[config.mk]
export PLATFORM = sky130hd
export DESIGN_NAME = qss_spi_ctrl
export DESIGN_NICKNAME = d
export VERILOG_FILES = /design/src/rtl/qss_pkg.sv /design/src/rtl/qss_mirror_mem.sv /design/src/rtl/qss_spi_ctrl.sv
export SDC_FILE = /design/constraint.sdc
export NUM_CORES = 1
export LEC_CHECK = 0
export BUFFER_PORTS_ARGS = -buffer_cell sky130_fd_sc_hd__buf_2
export CORE_MARGIN = 2
export CORE_UTILIZATION = 40
export CTS_CLUSTER_DIAMETER = 100
export CTS_CLUSTER_SIZE = 25
export DETAILED_ROUTE_END_ITERATION = 12
export MAX_ROUTING_LAYER = met4
export SLEW_MARGIN = 10
export SYNTH_ARGS = -nofsm -noshare
export SYNTH_HDL_FRONTEND = slang
export SYNTH_SLANG_ARGS = --single-unit
[constraint.sdc]
create_clock -name mclk -period 3.98 [get_ports mclk]
set_input_delay 0.398 -clock mclk [delete_from_list [all_inputs] [get_ports mclk]]
set_output_delay 0.398 -clock mclk [all_outputs]
set_load 0.02 [all_outputs]
[src/rtl/qss_pkg.sv]
// Package of constants and types for the quad switch serial control block
package qss_pkg;

  // ==========================================================================
  // Serial frame layout
  localparam int FRAME_BITS = 16;
  localparam logic [4:0] FRAME_COUNT = 5'h10;
  localparam int WD_BIT = 15;
  localparam int ADDR_HI = 14;
  localparam int ADDR_LO = 10;

  // ==========================================================================
  // Serial register addresses
  localparam logic [4:0] SA_OUT_ON = 5'h00;
  localparam logic [4:0] SA_DIR_DIS = 5'h01;
  localparam logic [4:0] SA_SENSE = 5'h02;
  localparam logic [4:0] SA_CONTROL = 5'h03;
  localparam logic [4:0] SA_DUTY = 5'h04;

  // Field positions
  localparam int SENSE_HIZ_BIT = 3;
  localparam int SENSE_TEMP_BIT = 2;
  localparam int CTRL_VDD_EN_BIT = 0;
  localparam int CTRL_PWM_EN_BIT = 1;

  // Status word positions
  localparam int ST_NORMAL = 15;
  localparam int ST_FAILSAFE = 14;
  localparam int ST_WD_EN = 13;
  localparam int ST_VDD_FAIL = 12;
  localparam int ST_FAULT_LO = 8;
  localparam int ST_DIRECT_LO = 4;
  localparam int ST_LAMP_LO = 0;

  // ==========================================================================
  // Bus register byte offsets
  localparam logic [7:0] RA_STATUS = 8'h00;
  localparam logic [7:0] RA_FAULT_MASK = 8'h04;
  localparam logic [7:0] RA_LAST_CMD = 8'h08;
  localparam logic [7:0] RA_MIRROR = 8'h80;

  // Reset values
  localparam logic [3:0] RST_NIBBLE = 4'h0;
  localparam logic [6:0] RST_DUTY = 7'h00;
  localparam logic [15:0] RST_WORD = 16'h0000;
  localparam logic [3:0] RST_FAULT_MASK = 4'h0;

  // ==========================================================================
  // Timing
  localparam int CLK_MHZ = 100;
  localparam int WDT_TIME_MS = 310;
  localparam int WDT_CYCLES = WDT_TIME_MS * 1000 * CLK_MHZ;

  // Operating modes
  typedef enum logic [1:0] {
    QSS_SLEEP = 2'b00,
    QSS_NORMAL = 2'b01,
    QSS_FAILSAFE = 2'b10
  } qss_mode_t;

endpackage : qss_pkg

[src/rtl/qss_mirror_mem.sv]
// Small memory that mirrors every serial word by its address
`timescale 1ns/100ps
module qss_mirror_mem
(
  // Clock and reset
  input wire logic mclk,
  input wire logic rst_n,
  // Write port
  input wire logic wr_en,
  input wire logic [4:0] wr_addr,
  input wire logic [15:0] wr_data,
  // Read port
  input wire logic [4:0] rd_addr,
  output logic [15:0] rd_data
);

  logic [15:0] mem [0:31];
  logic [15:0] next_rd_data;

  // ==========================================================================
  // Registered read, no reset on the array to keep it a plain RAM
  always_comb
  begin
    next_rd_data = rst_n ? mem[rd_addr] : qss_pkg::RST_WORD;
  end

  always_ff @(posedge mclk)
  begin
    rd_data <= next_rd_data;
    if (wr_en)
    begin
      mem[wr_addr] <= wr_data;
    end
  end

endmodule : qss_mirror_mem

[src/rtl/qss_spi_ctrl.sv]
// Serial control port, direct pins, watchdog and bus registers of a quad lamp switch
// Notes on behaviour
// - Sample serial input on falling clock edge
// - Shift serial output on rising clock edge
// - Select rise writes received word to register
// - Select fall loads status into output shifter
// - Output driven only while select low
// - Five-bit address field picks the register
// - Fault flag pulled low on any unmasked fault
// - Direct inputs, wake, init all wake device
// - Direct input n drives lamp n
// - Input zero is the external PWM clock
// - Init low clears config and faults, sleeps
// - Init rising edge starts the watchdog
// - Strap high enables watchdog, low disables
// - Watchdog timeout: lamps follow direct inputs
// - Enabled supply loss enters fail-safe mode
// - Configurable sense source or high impedance
// - Normal mode lamps follow serial commands
// - Fail-safe: direct control, configuration defaults except supply enable
// - Shifted-out word is status at frame start
// - Toggle watchdog bit within timeout
// - Exit fail-safe with bit set, clear faults
//
// The implementer's own choices: the AHB-Lite interface to the registers and the register offsets.
`timescale 1ns/100ps
module qss_spi_ctrl
#(
  parameter int WDT_COUNT = qss_pkg::WDT_CYCLES
)
(
  // Clock and reset
  input wire logic mclk,
  input wire logic rst_n,
  // AHB-Lite slave
  input wire logic hsel,
  input wire logic [31:0] haddr,
  input wire logic [1:0] htrans,
  input wire logic hwrite,
  input wire logic [2:0] hsize,
  input wire logic [31:0] hwdata,
  input wire logic hready,
  output logic hreadyout,
  output logic [31:0] hrdata,
  output logic hresp,
  // Serial link
  input wire logic sclk,
  input wire logic select_n,
  input wire logic si,
  output logic so_out,
  output logic so_oe,
  // Control pins
  input wire logic init_n,
  input wire logic wake,
  input wire logic failsafe_strap,
  input wire logic vdd_fail,
  input wire logic [3:0] direct_inputs,
  input wire logic [3:0] fault_in,
  // Outputs
  output logic [3:0] lamp_outputs,
  output logic fault_flag_n_out,
  output logic fault_flag_n_oe,
  output logic [1:0] sense_channel,
  output logic sense_temp,
  output logic sense_output_oe
);

  // ==========================================================================
  // Pin synchronisers
  localparam int NSYNC = 15;
  logic [NSYNC-1:0] pins;
  logic [NSYNC-1:0] sync1;
  logic [NSYNC-1:0] sync2;
  logic [NSYNC-1:0] sync3;

  assign pins = {sclk, select_n, si, init_n, wake, failsafe_strap, vdd_fail,
                 direct_inputs, fault_in};

  // Two stages before use; third stage only for edge finding
  always_ff @(posedge mclk)
  begin
    if (!rst_n)
    begin
      sync1 <= pins;
      sync2 <= pins;
      sync3 <= pins;
    end
    else
    begin
      sync1 <= pins;
      sync2 <= sync1;
      sync3 <= sync2;
    end
  end

  logic s_sclk, s_sel_n, s_si, s_init, s_wake, s_strap, s_vdd;
  logic [3:0] s_dir;
  logic [3:0] s_fault;
  logic p_sclk, p_sel_n, p_init, p_wake;
  logic [3:0] p_dir;

  assign {s_sclk, s_sel_n, s_si, s_init, s_wake, s_strap, s_vdd, s_dir, s_fault} = sync2;
  assign p_sclk = sync3[14];
  assign p_sel_n = sync3[13];
  assign p_init = sync3[11];
  assign p_wake = sync3[10];
  assign p_dir = sync3[7:4];

  logic sclk_rise, sclk_fall, sel_fall, sel_rise;
  // Clock edges count only inside a frame; outside it they are ignored
  assign sclk_rise = s_sclk & ~p_sclk & ~s_sel_n;
  assign sclk_fall = ~s_sclk & p_sclk & ~s_sel_n;
  assign sel_fall = ~s_sel_n & p_sel_n;
  assign sel_rise = s_sel_n & ~p_sel_n;

  // ==========================================================================
  // Serial shifters
  logic [15:0] tx_shift, next_tx_shift;
  logic [15:0] rx_shift, next_rx_shift;
  logic [4:0] bit_cnt, next_bit_cnt;
  logic [15:0] last_cmd, next_last_cmd;
  logic cmd_valid, next_cmd_valid;
  logic next_so_out, next_so_oe;
  logic [15:0] status_word;

  // Frame handling; status snapshot taken at select fall, word kept at select rise
  always_comb
  begin
    next_tx_shift = tx_shift;
    next_rx_shift = rx_shift;
    next_bit_cnt = bit_cnt;
    next_last_cmd = last_cmd;
    next_cmd_valid = 1'b0;
    if (sel_fall)
    begin
      next_tx_shift = status_word;
      next_bit_cnt = 5'h00;
    end
    else if (sclk_rise && bit_cnt != 5'h00)
    begin
      next_tx_shift = {tx_shift[14:0], 1'b0};
    end
    if (sclk_fall)
    begin
      next_rx_shift = {rx_shift[14:0], s_si};
      if (bit_cnt != 5'h1F)
      begin
        next_bit_cnt = bit_cnt + 5'h01;
      end
    end
    // Short or long frames are dropped rather than half applied
    if (sel_rise && bit_cnt == qss_pkg::FRAME_COUNT)
    begin
      next_last_cmd = rx_shift;
      next_cmd_valid = 1'b1;
    end
    next_so_out = next_tx_shift[15];
    next_so_oe = ~s_sel_n;
  end

  always_ff @(posedge mclk)
  begin
    if (!rst_n)
    begin
      tx_shift <= qss_pkg::RST_WORD;
      rx_shift <= qss_pkg::RST_WORD;
      bit_cnt <= 5'h00;
      last_cmd <= qss_pkg::RST_WORD;
      cmd_valid <= 1'b0;
      so_out <= 1'b0;
      so_oe <= 1'b0;
    end
    else
    begin
      tx_shift <= next_tx_shift;
      rx_shift <= next_rx_shift;
      bit_cnt <= next_bit_cnt;
      last_cmd <= next_last_cmd;
      cmd_valid <= next_cmd_valid;
      so_out <= next_so_out;
      so_oe <= next_so_oe;
    end
  end

  // ==========================================================================
  // Mode, configuration, watchdog and faults
  qss_pkg::qss_mode_t mode, next_mode;
  logic [3:0] on_bits, next_on_bits;
  logic [3:0] dir_dis, next_dir_dis;
  logic [3:0] sense_cfg, next_sense_cfg;
  logic vdd_en, next_vdd_en;
  logic pwm_en, next_pwm_en;
  logic [6:0] duty, next_duty;
  logic [6:0] pwm_cnt, next_pwm_cnt;
  logic wd_last, next_wd_last;
  logic wd_run, next_wd_run;
  logic wd_fired, next_wd_fired;
  logic [31:0] wd_cnt, next_wd_cnt;
  logic [3:0] fault_lat, next_fault_lat;
  logic [3:0] next_lamps;
  logic [3:0] fault_mask;
  logic [4:0] cmd_addr;
  logic awake, wd_start, wd_timeout, supply_fail, go_exit;

  assign cmd_addr = last_cmd[qss_pkg::ADDR_HI:qss_pkg::ADDR_LO];
  assign awake = s_init | s_wake | (|s_dir);
  assign wd_start = (s_init & ~p_init) | (s_wake & ~p_wake) | (|(s_dir & ~p_dir));
  assign wd_timeout = wd_run & s_strap & (wd_cnt == WDT_COUNT - 1);
  assign supply_fail = s_vdd & vdd_en;
  assign go_exit = cmd_valid & last_cmd[qss_pkg::WD_BIT] & ~s_vdd;

  always_comb
  begin
    next_mode = mode;
    next_on_bits = on_bits;
    next_dir_dis = dir_dis;
    next_sense_cfg = sense_cfg;
    next_vdd_en = vdd_en;
    next_pwm_en = pwm_en;
    next_duty = duty;
    next_wd_last = wd_last;
    next_wd_run = wd_run;
    next_wd_fired = wd_fired;
    next_wd_cnt = wd_cnt;
    next_fault_lat = fault_lat;
    next_pwm_cnt = pwm_cnt;
    // External PWM clock counted on input zero rising edges
    if (s_dir[0] && !p_dir[0])
    begin
      next_pwm_cnt = pwm_cnt + 7'h01;
    end
    // Serial writes land in the addressed register in normal mode only
    if (cmd_valid && mode == qss_pkg::QSS_NORMAL)
    begin
      if (cmd_addr == qss_pkg::SA_OUT_ON)
      begin
        next_on_bits = last_cmd[3:0];
      end
      else if (cmd_addr == qss_pkg::SA_DIR_DIS)
      begin
        next_dir_dis = last_cmd[3:0];
      end
      else if (cmd_addr == qss_pkg::SA_SENSE)
      begin
        next_sense_cfg = last_cmd[3:0];
      end
      else if (cmd_addr == qss_pkg::SA_CONTROL)
      begin
        next_vdd_en = last_cmd[qss_pkg::CTRL_VDD_EN_BIT];
        next_pwm_en = last_cmd[qss_pkg::CTRL_PWM_EN_BIT];
      end
      else if (cmd_addr == qss_pkg::SA_DUTY)
      begin
        next_duty = last_cmd[6:0];
      end
    end
    // Watchdog refresh on a toggled bit, restart on wake edges
    if (cmd_valid)
    begin
      next_wd_last = last_cmd[qss_pkg::WD_BIT];
    end
    if (wd_start || (cmd_valid && last_cmd[qss_pkg::WD_BIT] != wd_last))
    begin
      next_wd_cnt = 32'h0;
      next_wd_run = next_wd_run | wd_start;
    end
    else if (wd_run && s_strap && !wd_timeout)
    begin
      next_wd_cnt = wd_cnt + 32'h1;
    end
    // Mode transitions
    case (mode)
      qss_pkg::QSS_SLEEP:
      begin
        if (awake)
        begin
          next_mode = qss_pkg::QSS_NORMAL;
        end
      end
      qss_pkg::QSS_NORMAL:
      begin
        if (!awake)
        begin
          next_mode = qss_pkg::QSS_SLEEP;
        end
        else if (wd_timeout || supply_fail)
        begin
          next_mode = qss_pkg::QSS_FAILSAFE;
          next_wd_fired = wd_timeout;
        end
      end
      qss_pkg::QSS_FAILSAFE:
      begin
        if (!awake)
        begin
          next_mode = qss_pkg::QSS_SLEEP;
        end
        else if (go_exit || (wd_fired && !s_strap && !supply_fail))
        begin
          next_mode = qss_pkg::QSS_NORMAL;
          next_wd_fired = 1'b0;
          next_wd_cnt = 32'h0;
        end
      end
      default:
      begin
        next_mode = qss_pkg::QSS_SLEEP;
      end
    endcase
    // Fail-safe and sleep hold configuration at defaults; fail-safe keeps vdd_en
    if (next_mode != qss_pkg::QSS_NORMAL)
    begin
      next_on_bits = qss_pkg::RST_NIBBLE;
      next_dir_dis = qss_pkg::RST_NIBBLE;
      next_sense_cfg = qss_pkg::RST_NIBBLE;
      next_pwm_en = 1'b0;
      next_duty = qss_pkg::RST_DUTY;
      next_vdd_en = (mode == qss_pkg::QSS_SLEEP) ? 1'b0 : vdd_en;
    end
    // Faults: a new fault beats the exit clear in the same cycle
    next_fault_lat = (go_exit && mode == qss_pkg::QSS_FAILSAFE) ? 4'h0 : fault_lat;
    next_fault_lat = next_fault_lat | (s_fault & ~fault_mask);
    // Init low wipes configuration and faults
    if (!s_init)
    begin
      next_on_bits = qss_pkg::RST_NIBBLE;
      next_dir_dis = qss_pkg::RST_NIBBLE;
      next_sense_cfg = qss_pkg::RST_NIBBLE;
      next_vdd_en = 1'b0;
      next_pwm_en = 1'b0;
      next_duty = qss_pkg::RST_DUTY;
      next_fault_lat = 4'h0;
      next_wd_run = 1'b0;
      next_wd_fired = 1'b0;
      next_wd_cnt = 32'h0;
    end
    // Lamp drive per mode
    case (mode)
      qss_pkg::QSS_NORMAL:
      begin
        if (pwm_en)
        begin
          next_lamps = on_bits & {4{pwm_cnt <= duty}};
        end
        else
        begin
          next_lamps = on_bits | (s_dir & ~dir_dis);
        end
      end
      qss_pkg::QSS_FAILSAFE:
      begin
        next_lamps = s_dir;
      end
      default:
      begin
        next_lamps = 4'h0;
      end
    endcase
  end

  always_ff @(posedge mclk)
  begin
    if (!rst_n)
    begin
      mode <= qss_pkg::QSS_SLEEP;
      on_bits <= qss_pkg::RST_NIBBLE;
      dir_dis <= qss_pkg::RST_NIBBLE;
      sense_cfg <= qss_pkg::RST_NIBBLE;
      vdd_en <= 1'b0;
      pwm_en <= 1'b0;
      duty <= qss_pkg::RST_DUTY;
      pwm_cnt <= 7'h00;
      wd_last <= 1'b0;
      wd_run <= 1'b0;
      wd_fired <= 1'b0;
      wd_cnt <= 32'h0;
      fault_lat <= 4'h0;
      lamp_outputs <= 4'h0;
    end
    else
    begin
      mode <= next_mode;
      on_bits <= next_on_bits;
      dir_dis <= next_dir_dis;
      sense_cfg <= next_sense_cfg;
      vdd_en <= next_vdd_en;
      pwm_en <= next_pwm_en;
      duty <= next_duty;
      pwm_cnt <= next_pwm_cnt;
      wd_last <= next_wd_last;
      wd_run <= next_wd_run;
      wd_fired <= next_wd_fired;
      wd_cnt <= next_wd_cnt;
      fault_lat <= next_fault_lat;
      lamp_outputs <= next_lamps;
    end
  end

  // Open-drain flag: only ever pulls low, enable marks a fault
  assign fault_flag_n_out = 1'b0;
  assign fault_flag_n_oe = |fault_lat;
  // Sense path follows configuration; disabled in sleep
  assign sense_channel = sense_cfg[1:0];
  assign sense_temp = sense_cfg[qss_pkg::SENSE_TEMP_BIT];
  assign sense_output_oe = ~sense_cfg[qss_pkg::SENSE_HIZ_BIT] & (mode != qss_pkg::QSS_SLEEP);

  // Status snapshot loaded at frame start
  always_comb
  begin
    status_word = qss_pkg::RST_WORD;
    status_word[qss_pkg::ST_NORMAL] = (mode == qss_pkg::QSS_NORMAL);
    status_word[qss_pkg::ST_FAILSAFE] = (mode == qss_pkg::QSS_FAILSAFE);
    status_word[qss_pkg::ST_WD_EN] = s_strap;
    status_word[qss_pkg::ST_VDD_FAIL] = s_vdd;
    status_word[qss_pkg::ST_FAULT_LO +: 4] = fault_lat;
    status_word[qss_pkg::ST_DIRECT_LO +: 4] = s_dir;
    status_word[qss_pkg::ST_LAMP_LO +: 4] = lamp_outputs;
  end

  // ==========================================================================
  // AHB-Lite register slave, zero wait states
  logic dp_write, next_dp_write;
  logic [7:0] dp_addr, next_dp_addr;
  logic rd_mirror, next_rd_mirror;
  logic [31:0] rd_hold, next_rd_hold;
  logic [3:0] next_fault_mask;
  logic [15:0] mirror_q;
  logic addr_phase;

  assign addr_phase = hsel & hready & htrans[1];

  always_comb
  begin
    next_dp_write = addr_phase & hwrite;
    next_dp_addr = haddr[7:0];
    next_rd_mirror = 1'b0;
    next_rd_hold = 32'h0000_0000;
    next_fault_mask = fault_mask;
    // Software mask steers which fault inputs may latch
    if (dp_write && dp_addr == qss_pkg::RA_FAULT_MASK)
    begin
      next_fault_mask = hwdata[3:0];
    end
    if (addr_phase && !hwrite)
    begin
      if (haddr[7:0] == qss_pkg::RA_STATUS)
      begin
        next_rd_hold = {16'h0000, status_word};
      end
      else if (haddr[7:0] == qss_pkg::RA_FAULT_MASK)
      begin
        next_rd_hold = {28'h0000000, next_fault_mask};
      end
      else if (haddr[7:0] == qss_pkg::RA_LAST_CMD)
      begin
        next_rd_hold = {16'h0000, last_cmd};
      end
      else if (haddr[7] == qss_pkg::RA_MIRROR[7])
      begin
        next_rd_mirror = 1'b1;
      end
    end
  end

  always_ff @(posedge mclk)
  begin
    if (!rst_n)
    begin
      dp_write <= 1'b0;
      dp_addr <= 8'h00;
      rd_mirror <= 1'b0;
      rd_hold <= 32'h0000_0000;
      fault_mask <= qss_pkg::RST_FAULT_MASK;
    end
    else
    begin
      dp_write <= next_dp_write;
      dp_addr <= next_dp_addr;
      rd_mirror <= next_rd_mirror;
      rd_hold <= next_rd_hold;
      fault_mask <= next_fault_mask;
    end
  end

  assign hreadyout = 1'b1;
  assign hresp = 1'b0;
  assign hrdata = rd_mirror ? {16'h0000, mirror_q} : rd_hold;

  // Every accepted serial word is kept by address for readback
  qss_mirror_mem u_mirror
  (
    .mclk(mclk),
    .rst_n(rst_n),
    .wr_en(cmd_valid),
    .wr_addr(cmd_addr),
    .wr_data(last_cmd),
    .rd_addr(haddr[6:2]),
    .rd_data(mirror_q)
  );

endmodule : qss_spi_ctrl

==> impl_summary.log <==
INFO  metric outcome = finished, final reports clean
INFO  metric final_number_of_setup_violating_endpoints = 0
INFO  metric post_cts_resized = 0
INFO  metric finalCoreUtilization = between 40 and 50%
INFO  metric proportion_of_netlist_area_held_by_the_largest_area_contributor = a little over half
INFO  metric worst_slew_margin_rel = a little over a fifth
INFO  metric grt_use_total = about 18%
INFO  metric worstSetupStartpointType = flop
INFO  metric ys_seq_area_share = slightly below 70%
INFO  metric transition_time_of_the_tightest_slew_check_pin = roughly 1.2 ns
INFO  metric first_global_vias = 14840
INFO  metric number_of_drc_markers_in_iteration_0 = approximately 1300
INFO  metric comb_power_share = approximately 5.1%
INFO  metric io-pin-count = approximately 140
INFO  metric areaGrowthSynthToFinish = 9.455%
INFO  metric final_net_count = about 1900
INFO  metric final_total_power = 12640 uW
INFO  metric cts.clk_slew.worst_paths = 0.10 ns
INFO  metric cap_viol_max_count = 0
INFO  metric reg2regPathDepth = 7
INFO  metric cts_root_buf = clkbuf_16
INFO  metric n_antenna_cell = 0
INFO  metric avgSynthCellArea = around 17 um2
INFO  metric final_min_period_over_clock_period = 76.17%
INFO  metric tns = 0 ns
INFO  metric core = about 0.070 mm2
INFO  metric placed_cells_incl_taps = 2665
INFO  metric switching_share = a little over a fifth
INFO  metric yosys_warnings = 0
INFO  metric power.share.clock = between 30% and 40%
INFO  metric mappedNetlistArea = ~0.028 mm2
INFO  metric maxClockFrequency = approximately 330 MHz
INFO  metric detailroute.via_count = around 15000
INFO  metric drc_errors = 0
INFO  metric layoutNonFillerInstCount = ~2700
INFO  metric final_period_minus_worst_setup_slack = 3.032 ns
INFO  metric synth_cell_type_count = 61
INFO  metric power.ir.vdd_worst = around 0.32 mV
INFO  metric grt_util_met3 = under 10%
INFO  metric die_x = between 200 and 300 um
INFO  metric die_ar = approximately 0.073 mm2
INFO  metric cts.path.max_buffers = 3
INFO  metric critical_path_at = 3.53 ns
INFO  metric critical_path_class = flop to flop
INFO  metric wl_per_cell = approximately 23 um
INFO  metric report.final.hold_viol_count = 0
INFO  metric vias_per_cell = 5.320
INFO  metric crit_required = 4.48 ns
INFO  metric power.share.sequential = between 60% and 70%
INFO  metric groute.layer.met2.usage = 28.67%
INFO  metric n_fill_cell = roughly 6200
INFO  metric post_cts_hold_buffer_count = 15
INFO  metric class_of_the_most_critical_hold_timing_path = primary input to flop
INFO  metric clock_tree_from_tritoncts = built
INFO  metric row_count = 97
INFO  metric tritoncts.num_buffers = 34
INFO  metric post_route_skew = 0.02796 ns
INFO  metric hpwlAfterDp = around 39000 um
INFO  metric antenna_violations_before_repair = 1
INFO  metric wl = ~63000 um
INFO  metric switching_power = approximately 2600 uW
INFO  metric grt-ovfl-total = 0
INFO  metric power.density = slightly above 400 mW/mm2
INFO  metric synth_enable_flop_cells = ~500
INFO  metric finalWeightedCongestion = between 0.8 and 0.9
INFO  metric initial_core_utilization = 40.41%
INFO  metric die_height = 270.2 um
INFO  metric yosys_most_used_dff = edfxtp_1
INFO  metric number_of_synthesized_register_bits = 724
INFO  metric worstSkewPairLatency = ~0.59 ns
INFO  metric worst-path-max-fanout = 20
INFO  metric grt_most_used_layer = met2
INFO  metric slew_viol_final = 0
INFO  metric depth_of_the_cts_h_tree = 2
INFO  metric rsz0062_at_grt = false
INFO  metric antenna_violating_nets_post_route = 0
INFO  metric grt_max_degree = 66
INFO  metric synthCells = 1696
INFO  metric cellInternalPower = between 9000 and 10000 uW
INFO  metric cts_num_sinks = about 720
INFO  metric timing.critical_path.to_type = flop
INFO  metric synthTopCellsByArea = edfxtp_1 (54%), dfxtp_1 (15%), mux4_2 (13%), mux2i_1 (3.2%), nor2_1 (1.7%)
INFO  metric post-cts-setup-buffers = 0
INFO  metric leakage = 0.01043 uW
INFO  metric drt-pass1-iter-count = 5
INFO  metric synthDominantAreaCellType = edfxtp_1
INFO  metric grt_first_pass_wirelength = roughly 95000 um
INFO  metric min_delay_path_depth = 2
INFO  metric drive_gt1_share = about a fifth
INFO  metric io_buffers = 59
INFO  metric met1_usage = a little under a quarter
INFO  metric async_flop_share = 0%
INFO  metric hold_ws = approximately 0.031 ns
-- synthesized netlist by cell type (all sizes together), types with 19 or more instances --
cell type and count:
mux2i 92, nor2b 52, nand3 20, xnor2 27, inv 20, dfxtp 212, nor2 128, nand2 104
edfxtp 512, mux4 160, a21boi 19, and2 22, mux2 24, buf 66, clkbuf 48
-- flip-flops by register name, summed over array words and instances (netlist names), 2 cells and up --
signal and count:
on_bits 4, sync2 15, u_mirror.rd_data 16, pwm_cnt 7
rx_shift 16, wd_cnt 32, sync1 15, sense_cfg 4
dp_addr 8, fault_mask 4, bit_cnt 5, lamp_outputs 4
tx_shift 16, rd_hold 16, mode 2, last_cmd 16
sync3 8, duty 7, fault_lat 4, dir_dis 4
u_mirror.mem 512
-- cells in the final DEF, fill, tap and decap left out, types with 35 or more instances in the layout --
master,netlist,final
buf_2,21,56
buf_4,25,64
clkbuf_16,0,35
dfxtp_1,212,209
edfxtp_1,512,512
mux2i_1,92,92
mux4_2,160,160
nand2_1,104,104
nor2_1,127,113
nor2b_1,52,51
-- per-layer routing --
metal  part of all wire [%]  wire (um)  up-vias
met5                      0          0        -
met4                    2.3       1445        0
met3                    5.3       3326       88
met2                     48      30550      333
li1                       -          -     6540
met1                     44      28030     7604
-- power groups by stage --
| stage | logic, uW | registers, uW | clock network (uW) |
|---|---|---|---|
| after floorplan | 490 | 8220 | 0 |
| after global placement | 630 | 8250 | 0 |
| after detailed placement | 636 | 8250 | 0 |
| after CTS | 650 | 8070 | 4050 |
| after global routing | 700 | 8080 | 4270 |
| final | 643 | 8070 | 3930 |
-- critical path: stages, from the launching register on --
cell and delay [ns]:
dfxtp_1 0.37, inv_1 0.09, ha_1 0.30, clkinv_1 0.25, or4_1 0.58, o22ai_1 0.26, nand4bb_1 0.77, nor2_1 0.31
-- worst paths after layout --
kind | startpoint | to | slack [ns]
worst min register to register | sync1[11] | sync2[11] | 0.44
worst min-delay path | haddr[1] | dp_addr[1] | 0.03
worst max register to register | mode[1] | sense_cfg[0] | 0.95
worst max-delay path | mode[1] | sense_cfg[0] | 0.95
-- area by class of cell --
type                            instances  area (um2)  share of cell area [%]
Sequential cell                       724       19620                   63.25
Clock inverter                          1       8.758                 0.02823
Timing Repair Buffer                  141        1016                   3.275
Inverter                               21       78.83                  0.2541
Clock buffer                           57       958.4                   3.089
Tap cell                              940        1176                   3.791
Multi-Input combinational cell        854        8165                   26.32
-- metrics by stage --
| stage | area (um2) | setup slack, ns |
|---|---|---|
| 3_3_place_gp | 29900 | 1.066 |
| 4_1_cts | 31020 | 0.9060 |
| 2_1_floorplan | 28410 | 0.9316 |
| 6_report | 31030 | 0.9483 |
| 5_1_grt | 31030 | 0.6302 |
| 3_5_place_dp | 29900 | 0.9309 |
-- logic make-up after synthesis --
family | after synthesis | synth area share [%]
DFF | 724 | 69.21
AOI/OAI and AO/OA | 80 | 2.008
xor gates and xnor gates | 37 | 1.143
other | 2 | 0.02649
and+or+nand+nor | 426 | 7.614
buffers and inverters | 135 | 2.375
adders and majority gates | 16 | 0.7062
muxes | 276 | 16.91
Power figures use the tool's default switching activity.
